--- src/inc/sas_pkg.sv ---
// Purpose: Shared constants and types for the successive-approximation sequencer
// Assumes: 8-bit byte-wide CPU register port, 20 MHz main clock
// Notes:   Offsets are byte addresses on the CPU data space
package sas_pkg;

  // ----------------------------------------------------------------
  // Register map
  // ----------------------------------------------------------------
  localparam logic [15:0] ADDR_CONV_MODE = 16'hff80;
  localparam logic [15:0] ADDR_CHAN_SEL = 16'hff81;
  localparam logic [15:0] ADDR_CONV_RESULT = 16'hff82;

  localparam logic [7:0] CONV_MODE_RESET = 8'h00;
  localparam logic [7:0] CHAN_SEL_RESET = 8'h00;

  // ----------------------------------------------------------------
  // Mode register fields
  // ----------------------------------------------------------------
  localparam int RUN_CONTROL_POS = 7;
  localparam int TRIGGER_SOURCE_POS = 6;
  localparam int CONV_TIME_LSB = 3;
  localparam int TRIGGER_EDGE_LSB = 1;
  localparam int REFERENCE_ENABLE_POS = 0;
  localparam int CHAN_CODE_W = 3;

  typedef struct packed {
    logic runControlBit;
    logic triggerSourceBit;
    logic [2:0] convTime;
    logic [1:0] triggerEdge;
    logic referenceEnableBit;
  } sas_mode_t;

  // ----------------------------------------------------------------
  // Conversion time codes and lengths in main-clock cycles
  // ----------------------------------------------------------------
  localparam logic [2:0] CT_144 = 3'h0;
  localparam logic [2:0] CT_120 = 3'h1;
  localparam logic [2:0] CT_96 = 3'h2;
  localparam logic [2:0] CT_288 = 3'h4;
  localparam logic [2:0] CT_240 = 3'h5;
  localparam logic [2:0] CT_192 = 3'h6;

  localparam int CONV_CYCLES_144 = 144;
  localparam int CONV_CYCLES_120 = 120;
  localparam int CONV_CYCLES_96 = 96;
  localparam int CONV_CYCLES_288 = 288;
  localparam int CONV_CYCLES_240 = 240;
  localparam int CONV_CYCLES_192 = 192;

  // Total split: sampling takes SAMPLE_SLOTS slots, each bit one slot
  localparam int RES_BITS = 8;
  localparam int SAMPLE_SLOTS = 4;
  localparam int TOTAL_SLOTS = RES_BITS + SAMPLE_SLOTS;
  localparam int PHASE_W = 8;

  // Trigger edge codes
  localparam logic [1:0] EDGE_NONE = 2'h0;
  localparam logic [1:0] EDGE_FALL = 2'h1;
  localparam logic [1:0] EDGE_RISE = 2'h2;
  localparam logic [1:0] EDGE_BOTH = 2'h3;

  // ----------------------------------------------------------------
  // CPU access carrier
  // ----------------------------------------------------------------
  typedef struct packed {
    logic [15:0] addr;
    logic wrEn;
    logic bitOp;
    logic [2:0] bitSel;
    logic bitVal;
    logic [7:0] wrData;
    logic rdEn;
  } sas_cpu_req_t;

  typedef enum logic [3:0] {
    ST_IDLE = 4'b0001,
    ST_WAIT_TRIG = 4'b0010,
    ST_SAMPLE = 4'b0100,
    ST_CONVERT = 4'b1000
  } sas_state_t;

endpackage

--- src/core/sas_trig_edge.sv ---
// Purpose: Synchronise the external trigger pin and detect the selected edge
// Assumes: Pin is asynchronous to clk
// Notes:   Pulse output is one cycle, three cycles after the pin moves
`timescale 1ns/1ps
module sas_trig_edge (
  input wire logic clk,
  input wire logic nrst,
  input wire logic pinIn,
  input wire logic [1:0] edgeSel,
  output logic edgePulse
);

  logic sync1_r;
  logic sync2_r;
  logic prev_r;
  logic [1:0] warm_r;
  logic warmed;
  logic rise;
  logic fall;

  always_ff @(posedge clk or negedge nrst) begin
    if (!nrst) begin
      sync1_r <= 1'b0;
      sync2_r <= 1'b0;
      prev_r <= 1'b0;
    end else begin
      sync1_r <= pinIn;
      sync2_r <= sync1_r;
      prev_r <= sync2_r;
    end
  end

  // No edge until the history holds real pin levels, so an idle-high pin gives no false edge after reset
  always_ff @(posedge clk or negedge nrst) begin
    if (!nrst) begin
      warm_r <= 2'h0;
    end else if (warm_r != 2'h3) begin
      warm_r <= warm_r + 2'h1;
    end
  end

  assign warmed = (warm_r == 2'h3);
  assign rise = warmed & sync2_r & ~prev_r;
  assign fall = warmed & ~sync2_r & prev_r;

  always_ff @(posedge clk or negedge nrst) begin
    if (!nrst) begin
      edgePulse <= 1'b0;
    end else begin
      unique case (edgeSel)
        sas_pkg::EDGE_NONE: edgePulse <= 1'b0;
        sas_pkg::EDGE_FALL: edgePulse <= fall;
        sas_pkg::EDGE_RISE: edgePulse <= rise;
        sas_pkg::EDGE_BOTH: edgePulse <= rise | fall;
      endcase
    end
  end

endmodule

--- src/core/sas_core.sv ---
// Purpose: Sequencer for an 8-channel 8-bit successive-approximation converter
// Assumes: Byte-wide CPU port with bit writes; comparator and trigger are async pins
// Notes:   Analog front end lives outside; this block drives tap code and sampling
//
// Functional notes
// - Mode register resets zero, byte and bit writes
// - Run bit set repeats conversions until cleared
// - Trigger source bit selects software or hardware
// - Time field sets conversion length in cycles
// - Edge field picks none, falling, rising, both
// - Reference runs when enabled or when running
// - First result after cold start flagged undefined
// - Channel register low three bits, upper zero
// - Sample selected channel, then hold until done
// - Trial from bit seven down to bit zero
// - Keep bit if input at or above tap
// - Copy to result and raise done together
// - Register write aborts, restarts when running
// - Result register has no reset value
// - Start by trigger edge or mode write
// - Hardware mode one shot, software mode repeats
// - Triggers ignored while conversion in progress
// - Writing run bit zero stops immediately
`timescale 1ns/1ps
module sas_core #(
  parameter int RES_W = 8
) (
  input wire logic clk,
  input wire logic nrst,
  input wire sas_pkg::sas_cpu_req_t cpuReq,
  output logic [7:0] rdData,
  input wire logic compIn,
  input wire logic extTrigIn,
  output logic [RES_W-1:0] tapCode,
  output logic [sas_pkg::CHAN_CODE_W-1:0] chanSel,
  output logic sampleEn,
  output logic refOn,
  output logic convDoneReq,
  output logic resultUndef
);

  // ----------------------------------------------------------------
  // Helpers
  // ----------------------------------------------------------------
  function automatic logic [sas_pkg::PHASE_W-1:0] slotLen(input logic [2:0] code);
    int cyc;
    begin
      unique case (code)
        sas_pkg::CT_120: cyc = sas_pkg::CONV_CYCLES_120;
        sas_pkg::CT_96: cyc = sas_pkg::CONV_CYCLES_96;
        sas_pkg::CT_288: cyc = sas_pkg::CONV_CYCLES_288;
        sas_pkg::CT_240: cyc = sas_pkg::CONV_CYCLES_240;
        sas_pkg::CT_192: cyc = sas_pkg::CONV_CYCLES_192;
        // Prohibited codes fall back to the 144-cycle default
        default: cyc = sas_pkg::CONV_CYCLES_144;
      endcase
      slotLen = sas_pkg::PHASE_W'(cyc / sas_pkg::TOTAL_SLOTS);
    end
  endfunction

  function automatic logic [7:0] mergeWrite(input logic [7:0] old, input sas_pkg::sas_cpu_req_t req);
    logic [7:0] v;
    begin
      v = old;
      if (req.bitOp) begin
        v[req.bitSel] = req.bitVal;
      end else begin
        v = req.wrData;
      end
      mergeWrite = v;
    end
  endfunction

  // ----------------------------------------------------------------
  // Register writes
  // ----------------------------------------------------------------
  sas_pkg::sas_mode_t mode_r;
  logic [sas_pkg::CHAN_CODE_W-1:0] chan_r;
  logic modeWr;
  logic chanWr;
  logic anyWr;
  sas_pkg::sas_mode_t modeNxt;
  logic [7:0] chanNxt;

  assign modeWr = cpuReq.wrEn && (cpuReq.addr == sas_pkg::ADDR_CONV_MODE);
  assign chanWr = cpuReq.wrEn && (cpuReq.addr == sas_pkg::ADDR_CHAN_SEL);
  assign anyWr = modeWr | chanWr;
  assign modeNxt = mergeWrite(mode_r, cpuReq);
  assign chanNxt = mergeWrite({5'h00, chan_r}, cpuReq);

  always_ff @(posedge clk or negedge nrst) begin
    if (!nrst) begin
      mode_r <= sas_pkg::CONV_MODE_RESET;
    end else if (modeWr) begin
      mode_r <= modeNxt;
    end
  end

  always_ff @(posedge clk or negedge nrst) begin
    if (!nrst) begin
      chan_r <= sas_pkg::CHAN_SEL_RESET[sas_pkg::CHAN_CODE_W-1:0];
    end else if (chanWr) begin
      chan_r <= chanNxt[sas_pkg::CHAN_CODE_W-1:0];
    end
  end

  // Effective settings after this cycle's write
  logic runNow;
  logic hwNow;
  assign runNow = modeWr ? modeNxt.runControlBit : mode_r.runControlBit;
  assign hwNow = modeWr ? modeNxt.triggerSourceBit : mode_r.triggerSourceBit;

  // ----------------------------------------------------------------
  // Synchronisers
  // ----------------------------------------------------------------
  logic trigPulse;
  logic comp1_r;
  logic comp2_r;

  sas_trig_edge u_trig (
    .clk(clk),
    .nrst(nrst),
    .pinIn(extTrigIn),
    .edgeSel(mode_r.triggerEdge),
    .edgePulse(trigPulse)
  );

  always_ff @(posedge clk or negedge nrst) begin
    if (!nrst) begin
      comp1_r <= 1'b0;
      comp2_r <= 1'b0;
    end else begin
      comp1_r <= compIn;
      comp2_r <= comp1_r;
    end
  end

  // ----------------------------------------------------------------
  // Sequencer
  // ----------------------------------------------------------------
  sas_pkg::sas_state_t state_r;
  logic [sas_pkg::PHASE_W-1:0] phaseCnt_r;
  logic [2:0] slotCnt_r;
  logic [2:0] bitIdx_r;
  logic [RES_W-1:0] sar_r;
  logic [RES_W-1:0] sarFinal;
  logic phaseEnd;
  logic lastBit;
  logic [sas_pkg::PHASE_W-1:0] slotCycles;

  assign slotCycles = slotLen(mode_r.convTime);
  assign phaseEnd = (phaseCnt_r == sas_pkg::PHASE_W'(1));
  assign lastBit = (bitIdx_r == 3'h0);

  always_comb begin
    sarFinal = sar_r;
    if (!comp2_r) begin
      sarFinal[bitIdx_r] = 1'b0;
    end
  end

  // Where to go when a conversion must (re)start now
  function automatic sas_pkg::sas_state_t startState(input logic run, input logic hw);
    begin
      if (!run) begin
        startState = sas_pkg::ST_IDLE;
      end else if (hw) begin
        startState = sas_pkg::ST_WAIT_TRIG;
      end else begin
        startState = sas_pkg::ST_SAMPLE;
      end
    end
  endfunction

  always_ff @(posedge clk or negedge nrst) begin
    if (!nrst) begin
      state_r <= sas_pkg::ST_IDLE;
    end else if (anyWr) begin
      // Any register write reinitialises; run bit decides restart
      state_r <= startState(runNow, hwNow);
    end else begin
      unique case (state_r)
        sas_pkg::ST_IDLE: begin
          state_r <= sas_pkg::ST_IDLE;
        end
        sas_pkg::ST_WAIT_TRIG: begin
          if (trigPulse) begin
            state_r <= sas_pkg::ST_SAMPLE;
          end
        end
        sas_pkg::ST_SAMPLE: begin
          if (phaseEnd && slotCnt_r == 3'h0) begin
            state_r <= sas_pkg::ST_CONVERT;
          end
        end
        sas_pkg::ST_CONVERT: begin
          // Trigger pulses are not looked at in this state
          if (phaseEnd && lastBit) begin
            state_r <= startState(mode_r.runControlBit, mode_r.triggerSourceBit);
          end
        end
      endcase
    end
  end

  // Phase timing: sampling spans SAMPLE_SLOTS slots, each bit one slot
  always_ff @(posedge clk or negedge nrst) begin
    if (!nrst) begin
      phaseCnt_r <= sas_pkg::PHASE_W'(1);
      slotCnt_r <= 3'h0;
    end else if (anyWr || state_r == sas_pkg::ST_IDLE || state_r == sas_pkg::ST_WAIT_TRIG) begin
      phaseCnt_r <= slotLen(anyWr ? modeNxt.convTime : mode_r.convTime);
      slotCnt_r <= 3'(sas_pkg::SAMPLE_SLOTS - 1);
    end else if (phaseEnd) begin
      phaseCnt_r <= slotCycles;
      if (state_r == sas_pkg::ST_CONVERT && lastBit) begin
        // Back-to-back repeat needs the full sampling span again
        slotCnt_r <= 3'(sas_pkg::SAMPLE_SLOTS - 1);
      end else if (slotCnt_r != 3'h0) begin
        slotCnt_r <= slotCnt_r - 3'h1;
      end
    end else begin
      phaseCnt_r <= phaseCnt_r - sas_pkg::PHASE_W'(1);
    end
  end

  // Approximation register and trial bit index
  always_ff @(posedge clk or negedge nrst) begin
    if (!nrst) begin
      sar_r <= '0;
      bitIdx_r <= 3'h7;
    end else if (anyWr) begin
      sar_r <= '0;
      bitIdx_r <= 3'h7;
    end else if (state_r == sas_pkg::ST_SAMPLE && phaseEnd && slotCnt_r == 3'h0) begin
      sar_r <= RES_W'(8'h80);
      bitIdx_r <= 3'h7;
    end else if (state_r == sas_pkg::ST_CONVERT && phaseEnd) begin
      if (lastBit) begin
        sar_r <= '0;
        bitIdx_r <= 3'h7;
      end else begin
        // Decided bits steer the next tap through the trial code
        sar_r <= sarFinal | (RES_W'(1) << (bitIdx_r - 3'h1));
        bitIdx_r <= bitIdx_r - 3'h1;
      end
    end
  end

  // ----------------------------------------------------------------
  // Result, done request and first-result flag
  // ----------------------------------------------------------------
  logic [RES_W-1:0] result_r;
  logic resultWr;
  logic pendUndef_r;

  assign resultWr = (state_r == sas_pkg::ST_CONVERT) && phaseEnd && lastBit && !anyWr;

  // No reset: contents are undefined after reset
  always_ff @(posedge clk) begin
    if (resultWr) begin
      result_r <= sarFinal;
    end
  end

  always_ff @(posedge clk or negedge nrst) begin
    if (!nrst) begin
      convDoneReq <= 1'b0;
    end else begin
      convDoneReq <= resultWr;
    end
  end

  // Run enabled from stop while reference off: first result is suspect
  always_ff @(posedge clk or negedge nrst) begin
    if (!nrst) begin
      pendUndef_r <= 1'b0;
      resultUndef <= 1'b0;
    end else begin
      if (modeWr && modeNxt.runControlBit && !mode_r.runControlBit && !mode_r.referenceEnableBit) begin
        pendUndef_r <= 1'b1;
      end else if (resultWr) begin
        pendUndef_r <= 1'b0;
      end
      if (resultWr) begin
        resultUndef <= pendUndef_r;
      end
    end
  end

  // ----------------------------------------------------------------
  // Read port
  // ----------------------------------------------------------------
  // Read samples result_r before a same-edge write lands
  always_ff @(posedge clk or negedge nrst) begin
    if (!nrst) begin
      rdData <= 8'h00;
    end else if (cpuReq.rdEn) begin
      unique case (cpuReq.addr)
        sas_pkg::ADDR_CONV_MODE: rdData <= mode_r;
        sas_pkg::ADDR_CHAN_SEL: rdData <= {5'h00, chan_r};
        sas_pkg::ADDR_CONV_RESULT: rdData <= 8'(result_r);
        default: rdData <= 8'h00;
      endcase
    end
  end

  // ----------------------------------------------------------------
  // Analog-side outputs
  // ----------------------------------------------------------------
  always_ff @(posedge clk or negedge nrst) begin
    if (!nrst) begin
      tapCode <= '0;
      chanSel <= '0;
      sampleEn <= 1'b0;
      refOn <= 1'b0;
    end else begin
      tapCode <= sar_r;
      chanSel <= chan_r;
      sampleEn <= (state_r == sas_pkg::ST_SAMPLE) && !anyWr;
      refOn <= mode_r.referenceEnableBit | mode_r.runControlBit;
    end
  end

endmodule

--- config.mk ---
export PLATFORM = sky130hd
export DESIGN_NAME = sas_core
export DESIGN_NICKNAME = d
export VERILOG_FILES = /design/src/inc/sas_pkg.sv /design/src/core/sas_trig_edge.sv /design/src/core/sas_core.sv
export SDC_FILE = /design/constraint.sdc
export NUM_CORES = 1
export LEC_CHECK = 0
export BUFFER_PORTS_ARGS = -buffer_cell sky130_fd_sc_hd__buf_2
export CAP_MARGIN = 40
export CORE_AREA = 2 2 97 99
export CTS_CLUSTER_SIZE = 20
export DETAILED_ROUTE_END_ITERATION = 10
export DIE_AREA = 0 0 99 101
export PLACE_DENSITY = 0.75
export SLEW_MARGIN = 10
export SYNTH_ARGS = -nofsm -noshare
export SYNTH_HDL_FRONTEND = slang
export SYNTH_SLANG_ARGS = --single-unit
export TNS_END_PERCENT = 100
--- constraint.sdc ---
create_clock -name clk -period 12.99 [get_ports clk]
set_input_delay 1.299 -clock clk [delete_from_list [all_inputs] [get_ports clk]]
set_output_delay 1.299 -clock clk [all_outputs]
set_load 0.01 [all_outputs]
# ---- After elaboration in Yosys (flattened, before gate mapping)
# Index checks and enable logic that the tools add are counted.
# Widths: inputs -> output; s select.
dict set report op_classes {
  n_lt_le_gt_ge 4
  bitwise 12
  muxes 42
  n_reduce_logical 31
  n_addsub 4
  n_eq_ne 26
  n_div 2
  shifts 1
}
# operator count
set op_table {}
lappend op_table {{$pmux 9 s5} 2}
lappend op_table {{$div 32x5->32 const B} 2}
lappend op_table {{$mux 8} 8}
lappend op_table {{$eq 16x16->1 const B} 3}
lappend op_table {{$mux 3} 14}
lappend op_table {{$mux 32} 1}
lappend op_table {{$pmux 8 s3} 1}
lappend op_table {{$eq 3x3->1 const B} 6}
lappend op_table {{$bwmux 8} 2}
lappend op_table {{$logic_and 1x1->1} 16}
lappend op_table {{$mux 4} 4}
lappend op_table {{$pmux 4 s4} 1}
lappend op_table {{$reduce_bool 3->1} 3}
lappend op_table {{$and 8x8->8} 1}
lappend op_table {{$eq 8x1->1 const B} 1}
lappend op_table {{$lt 3x4->1 const B} 2}
lappend op_table {{$not 8->8} 1}
lappend op_table {{$or 8x8->8} 1}
lappend op_table {{$shl 1x3->8 const A} 1}
lappend op_table {{$sub 8x1->8 const B} 1}
lappend op_table {{$demux 1 s3} 2}
lappend op_table {{$eq 2x2->1 const B} 3}
lappend op_table {{$eq 3x1->1 const B} 2}
lappend op_table {{$eq 3x2->1 const B} 2}
lappend op_table {{other kinds (23)} 42}
dict set report totals {
  out_inout_bits 23
  register_bits 77
  inputBits 35
  elab_cells 149
}

# ---- Logic depth before layout (Yosys ltp)
# Gate-level depths: netlist of run 1.
dict set report logic_depth {
  depth_word 12
  mapped_depth 30
  depth_no_buf 27
}

# ---- By module
# From an unflattened synthesis of run 1, not the netlist that was laid out.
dict set report hier_totals {
  cells_unflattened 541
  area_unflattened_um2 4902.2
}
# mod cells_per_inst seq_area_each_um2 instances area_per_inst_um2
set by_module_without_submodules {}
lappend by_module_without_submodules {sas_core 529 1823.0 1 4694.5}
lappend by_module_without_submodules {sas_trig_edge 12 150.1 1 207.7}

# ---- Worst setup path before layout of run 1
# No wires, ideal clock.
dict set report synth_timing {
  path_kind {in2reg}
  from {input port cpuReq[20] in the netlist's numbering}
  to {register phaseCnt_r[0] in the netlist's numbering}
  required_time_ns 12.916
  path_buffers 4
  arrival_time_ns 7.005
  stages 29
  slack_ns 5.910
  setup_time_ns 0.074
  cell_sequence {or4b_4 -> or4_1 -> buf_2 -> o21ai_4 -> nand2_1 -> inv_1 -> ha_1 -> clkbuf_1 -> inv_1 -> nand2_1 -> o21ai_0 -> ha_1 -> o21ba_2 -> or4_1 -> buf_2 -> o31a_1 -> or4b_1 -> buf_2 -> nand2_1 -> o311a_1 -> nor2_1 -> xor2_1 -> ha_1 -> a21oi_1 -> o221a_2 -> o31ai_2 -> mux2i_1 -> o211a_1 -> o22ai_2}
}
dict set report synth_between {
  elab_chain_cells 9
  word_cells_on_any_way 17
  classes_between {div (1); eq/ne (7); mux (4); bitwise (1); reduce/logical (4)}
}
# element line
set synth_rtl {}
lappend synth_rtl {{start: declaration} sas_core.sv:30} ;# input wire sas_pkg::sas_cpu_req_t cpuReq,
lappend synth_rtl {{$eq 16x16->1 (on tied branches)} {sas_core.sv:85, sas_core.sv:86}}
lappend synth_rtl {{$logic_and 1x1->1 (on tied branches)} {sas_core.sv:85, sas_core.sv:86}}
lappend synth_rtl {{$or 1x1->1 *} sas_core.sv:87} ;# assign anyWr = modeWr | chanWr;
lappend synth_rtl {{$mux 3} sas_core.sv:212} ;# phaseCnt_r <= slotLen(anyWr ? modeNxt.convTime : mode_r.convTime);
lappend synth_rtl {{$eq 3x3->1 (tied with other cells)} sas_core.sv:48} ;# unique case (code)
lappend synth_rtl {{$pmux 9 s5} sas_core.sv:48}
lappend synth_rtl {{$mux 32} sas_core.sv:211} ;# end else if (anyWr || state_r == sas_pkg::ST_IDLE || state_r == sas_pkg::ST_WAIT_TRIG) begin
lappend synth_rtl {{$div 32x5->32} sas_core.sv:57} ;# slotLen = sas_pkg::PHASE_W'(cyc / sas_pkg::TOTAL_SLOTS);
lappend synth_rtl {{$mux 8 *} sas_core.sv:211}
lappend synth_rtl {{end signal: assignment} sas_core.sv:209} ;# phaseCnt_r <= sas_pkg::PHASE_W'(1);
lappend synth_rtl {{end signal: assignment} sas_core.sv:212}
lappend synth_rtl {{end signal: assignment} sas_core.sv:215} ;# phaseCnt_r <= slotCycles;
lappend synth_rtl {{end: declaration} sas_core.sv:142} ;# logic [sas_pkg::PHASE_W-1:0] phaseCnt_r;
# Every way passes the cells marked *; elsewhere a longest branch is shown, timed or not. The select of a mux whose other input is x is not followed.
# A chain may end at the register's enable or synchronous reset.

# ---- Final worst setup path of run 1
dict set report layout_timing {
  from {input port cpuReq[16] in the netlist's numbering}
  to {register phaseCnt_r[0] in the netlist's numbering}
}
# Same word-level chain as after synthesis.

==> results.cfg, run 1 <==
[power]
powerDensity_nw_per_um2 = 80.76
pwr-share-comb_pct = 5.3
swShare_pct = 25.37
p_sw_uw = 110.7
p_clk_share_pct = 38.7
seq_power_share_pct = 56.0
vdd_drop_max_mv = 0.08123
p_int_uw = 325.5
p_leak_uw = 0.002414

[routing]
wl_microns = 11730
postRouteAntennaNets = 0
route.detailed.drc = 0
wl_per_cell_microns = 16.62
drtIter0Drc = 265
firstDrtPassIters = 5
via_per_inst = 6.048
via_count = 4270

[cts]
clk_path_buf_depth = 2
hold_buffers = 0
clock_latency_ns = 0.35
cts_root_buffer = clkbuf_8
cts_resized = 0
postCtsSetupRepairBufs = 0
clock_sinks = 77
ctsHtreeMaxLevel = 3
cts_tree = done
clk_pin_slew_worst_paths_ns = 0.09
cts_made_buffers = 9

[critical_path]
end_kind = register
ff2ff_path_depth = 23
r2r-end = phaseCnt_r[0]
arrival_ns = 8.02
crit_required_ns = 13.27
startpoint_type = primary input
r2r_slack_ns = 6.90
worstSetupPathType = primary input to register
timing.rr.start = mode_r[5]
cp_max_fo = 14

[final_layout]
drive_above_1_share_pct = 18.32
multi_input_area_sq_um = 2656
num_antenna_cells = 0
fill_cells = 761
fin_cells = 706
fin_nets = 643
regArea_sq_um = 1973
fin_area_sq_um = 5401
syn2layout_area_growth_pct = 11.75

[die]
coreArea_sq_um = 8977
die_w_microns = 99
start_util_pct = 53.84
rows = 35
io_pins = 58
die_area_sq_um = 9999
die_h_microns = 101

[yosys]
synth_area_leader_cell = dfrtp_1
async_flop_share_pct = 89.61
netlist_instances = 542
synthTopCellsByArea = dfrtp_1 (33%), edfxtp_1 (5.0%), ha_1 (4.7%), a21oi_1 (4.0%), nand2_1 (4.0%)
synthFlopType = dfrtp_1
syn_area_per_cell_sq_um = 8.918
synth_area_sq_um = 4833
yosysSeqAreaShare_pct = 40.82
synth_nets = 595
synth.most_common_cell = dfrtp_1
synth.distinct_cells = 76
synth-seq-cells = 77
yosysWarningCount = 0
synth.top_cell.area_share_pct = 33.13
ys_top_cells_by_count = dfrtp_1 (64), nand2_1 (52), nor2_1 (50)
synth_edf_count = 8

[timing]
finalHoldViolCount = 0
rsz0062_at_grt = no
skew_ns = 0.01034
tightest_slew_ns = 0.8319
finalSetupTns_ns = 0
max_slew_margin_pct = 44.12
drv_slew = 0
holdWs_ns = 0.3627
max_clock_freq_mhz = 129.3
min_period_over_period_pct = 59.54
fin_crit_ns = 7.735
setup_viol = 0

[min_path]
hold-path-cell-count = 0
worstHoldStart = u_trig.sync1_r
whs_endpoint = u_trig.sync2_r
min_path_type = register to register

[placed_design]
routabilityCongestion = 0.8923
dp_hpwl_microns = 8525
portBuffers = 57
place_area_sq_um = 5192
place_inst = 689

[run]
maxCapViolations = 0

[grt]
overflow = 0
grt_pass1_wl_microns = 20200
grt_pass1_vias = 4281
grt_max_degree = 70
track_usage_pct = 24.83
antenna_found_initial = 0

[outcome]
run_status = complete, no violations
## cell families (layout without fill, tap and decap cells)
kind of cell / after synthesis / after routing / share of synthesized area, %
xor+xnor: 14 / 14 / 2.537
fa+ha+maj: 18 / 18 / 4.660
mux: 17 / 17 / 3.676
simple gates: 203 / 203 / 21.28
flops: 77 / 77 / 40.82
compound gates: 158 / 158 / 22.68
buf+inv: 55 / 108 / 4.349
## final cells by class
type | instances | area share, %
Timing Repair Buffer | 61 | 6.208
Clock buffer | 10 | 2.363
Inverter | 31 | 2.154
Multi-Input combinational cell | 410 | 49.18
Tap cell | 111 | 2.571
Sequential cell | 77 | 36.53
Clock inverter | 6 | 0.9961
## layout by cell type (no fill, tap or decap), drive strengths merged, types with 11 or more instances in the layout
cell and n:
dfrtp 64, buf 61, nand2 52, nor2 51, o21ai 41, a21oi 39
inv 35, nor3 21, nand3 18, ha 18, mux2i 11
## routing by layer
metal  track usage [%]  routed length [microns]  vias to the layer above
li1                  -                        -                     2072
met1             31.80                     5120                     2071
met2             42.46                     5880                      102
met3             3.745                      501                       25
met4             9.800                      228                        0
met5                 0                        0                        -
## stage by stage
| step | utilization (%) | total power, uW | worst slack [ns] |
|---|---|---|---|
| 6_report | 60.17 | 436.2 | 5.255 |
| 5_1_grt | 60.17 | 453.4 | 4.825 |
| 4_1_cts | 59.86 | 440.1 | 5.333 |
| 3_5_place_dp | 57.84 | 271.2 | 4.990 |
| 3_3_place_gp | 57.84 | 270.6 | 5.137 |
| 2_1_floorplan | - | 259.1 | 5.910 |
## worst max-delay path by stage
stage | from | to | slack [ns] | depth (start not counted)
floorplan | cpuReq[20] | phaseCnt_r[0] | 5.91 | 29
global route | cpuReq[16] | phaseCnt_r[0] | 4.83 | 26
finish | cpuReq[16] | phaseCnt_r[0] | 5.26 | 26
detailed placement | cpuReq[16] | phaseCnt_r[0] | 4.99 | 26
CTS | cpuReq[16] | phaseCnt_r[0] | 5.33 | 26
global placement | cpuReq[16] | phaseCnt_r[0] | 5.14 | 26
## power by group through the flow
stage | Sequential, uW | Combinational, uW | Clock [uW]
5_1_grt | 244 | 26.3 | 183
2_1_floorplan | 249 | 10.3 | 0
6_report | 244 | 23.2 | 169
3_3_place_gp | 249 | 21.8 | 0
4_1_cts | 244 | 22.5 | 174
3_5_place_dp | 249 | 22.3 | 0
## worst max-delay path, stage by stage
cell,delay [ns]
buf_2,0.19
or4b_1,0.62
or4_1,0.73
o21ai_4,0.33
nand2_1,0.13
inv_1,0.12
ha_1,0.33
inv_1,0.16
nand2_1,0.08
o21ai_0,0.09
ha_1,0.27
o21ba_2,0.16
or4_1,0.52
o31a_1,0.33
or4b_1,0.67
nand2_1,0.20
o311a_1,0.28
nor2_1,0.11
xor2_1,0.17
ha_1,0.25
a21oi_1,0.17
o221a_2,0.22
o31ai_2,0.08
mux2i_1,0.14
o211a_1,0.23
o22ai_2,0.14
## registers in the layout (all words and copies together) (netlist names), 2 cells and up
| signal | flops |
|---|---|
| state_r | 4 |
| slotCnt_r | 3 |
| mode_r | 8 |
| sar_r | 8 |
| chan_r | 3 |
| u_trig.warm_r | 2 |
| tapCode | 8 |
| chanSel | 3 |
| bitIdx_r | 3 |
| result_r | 8 |
| phaseCnt_r | 8 |
| rdData | 8 |
No activity file was read; power rests on OpenSTA's default activity.
==> run 2: changes to the inputs <==
clock period = 7.5 ns   (was 12.99 ns; I/O delays follow)
==> results.cfg, run 2 (synthesized netlist as in run 1, its figures left out) <==
[die]
die_area_sq_um = 9999
die_h_microns = 101
coreArea_sq_um = 8977
rows = 35
io_pins = 58
start_util_pct = 53.84
die_w_microns = 99

[power]
p_leak_uw = 0.002442
p_clk_share_pct = 41.0
p_sw_uw = 199.4
p_int_uw = 585.7
vdd_drop_max_mv = 0.1474
swShare_pct = 25.40
powerDensity_nw_per_um2 = 144.1
pwr-share-comb_pct = 5.2
seq_power_share_pct = 53.9

[cts]
clock_sinks = 77
clock_latency_ns = 0.36
clk_path_buf_depth = 2
clk_pin_slew_worst_paths_ns = 0.09
hold_buffers = 0
postCtsSetupRepairBufs = 0
cts_tree = done
cts_made_buffers = 9
ctsHtreeMaxLevel = 3
cts_root_buffer = clkbuf_8
cts_resized = 0

[timing]
holdWs_ns = 0.2547
max_clock_freq_mhz = 143.9
rsz0062_at_grt = no
max_slew_margin_pct = 44.72
tightest_slew_ns = 0.8275
min_period_over_period_pct = 92.63
drv_slew = 0
skew_ns = 0.01324
finalHoldViolCount = 0
fin_crit_ns = 6.947
setup_viol = 0
finalSetupTns_ns = 0

[placed_design]
portBuffers = 57
routabilityCongestion = 0.9013
dp_hpwl_microns = 8723

[final_layout]
mostFrequentLayoutCells = dfrtp_1 (64), buf_2 (57), nand2_1 (52)
layout.cells.most_common = dfrtp_1
drive_above_1_share_pct = 18.90
fin_nets = 646
num_antenna_cells = 0
syn2layout_area_growth_pct = 12.71
fill_cells = 743

[critical_path]
worstSetupPathType = primary input to register
crit_required_ns = 7.79
arrival_ns = 7.24
startpoint_type = primary input
cp_max_fo = 11
ff2ff_path_depth = 23
end_kind = register

[routing]
wl_met1_microns = 5069
via_per_inst = 6.048
highest_layer = met4
route.detailed.drc = 0
wl_per_cell_microns = 16.75
postRouteAntennaNets = 0
wl_microns = 11880
via_count = 4288
firstDrtPassIters = 7
wl_met3_microns = 533
wl_met2_microns = 5893
drtIter0Drc = 232

[grt]
antenna_found_initial = 0
grt_pass1_wl_microns = 19900
grt_max_degree = 70
track_usage_pct = 24.85
grt_pass1_vias = 4201
overflow = 0

[run]
maxCapViolations = 0

[outcome]
run_status = complete, no violations

[min_path]
min_path_type = primary input to asynchronous set/reset pin
==> run 2: cell count changes in the layout (fill, tap and decap cells not counted), sizes merged <==
cell,delta
inv,+1
buf,+3
clkinv,-1
==> run 2: power groups by stage <==
stage                     Combinational [uW]  Sequential [uW]  Clock (uW)
final                                   40.6              423         322
after global routing                    45.2              423         343
after detailed placement                38.8              431           0
after CTS                               38.9              423         329
after global placement                  37.7              431           0
after floorplan                         17.9              431           0
==> run 2: final timing paths <==
path                                 from             end  slack (ns)
min in group clk           u_trig.sync1_r  u_trig.sync2_r        0.36
setup reg to reg                mode_r[5]   phaseCnt_r[0]        1.43
hold reg to reg            u_trig.sync1_r  u_trig.sync2_r        0.36
setup / recovery               cpuReq[16]   phaseCnt_r[0]        0.55
max in group asynchronous            nrst     bitIdx_r[1]        6.67
hold / removal                       nrst  u_trig.sync1_r        0.25
==> run 2: metrics by stage <==
stage | utilization, % | area, sq um | instances | worst slack [ns] | total power (uW)
global route | 60.68 | 5448 | 709 | 0.1568 | 810.9
finish | 60.68 | 5448 | 709 | 0.5530 | 785.1
floorplan | - | 4833 | 542 | 0.9693 | 448.8
global placement | 58.09 | 5215 | 692 | 0.4446 | 468.7
CTS | 60.38 | 5420 | 708 | 0.6220 | 791.1
detailed placement | 58.09 | 5215 | 692 | 0.2488 | 470.0
==> run 2: per-layer routing <==
layer	GRT usage, %	vias to the layer above
li1	-	2080
met1	31.41	2046
met2	42.26	132
met3	3.953	30
met4	10.96	0
met5	0	-
==> run 2: final cells by class <==
type	count	area, sq um	area share (%)
Clock buffer	10	148.9	2.733
Clock inverter	6	56.30	1.034
Inverter	31	116.4	2.136
Multi-Input combinational cell	410	2656	48.76
Sequential cell	77	1973	36.22
Tap cell	111	138.9	2.549
Timing Repair Buffer	64	357.8	6.569
==> run 2: worst max-delay path, stage by stage <==
cell and delay (ns):
buf_2 0.19, or4b_1 0.62, or4_1 0.55, o21ai_4 0.27
nand2_1 0.13, inv_1 0.13, ha_1 0.33, inv_1 0.16
nand2_1 0.08, o21ai_0 0.09, ha_1 0.27, o21ba_2 0.16
or4_1 0.52, o31a_1 0.34, or4b_1 0.68, nand2_1 0.19
o311a_1 0.27, nor2_1 0.11, xor2_1 0.17, ha_1 0.25
a21oi_1 0.17, o221a_2 0.22, o31ai_2 0.08, mux2i_1 0.13
o211a_1 0.23, o22ai_2 0.13
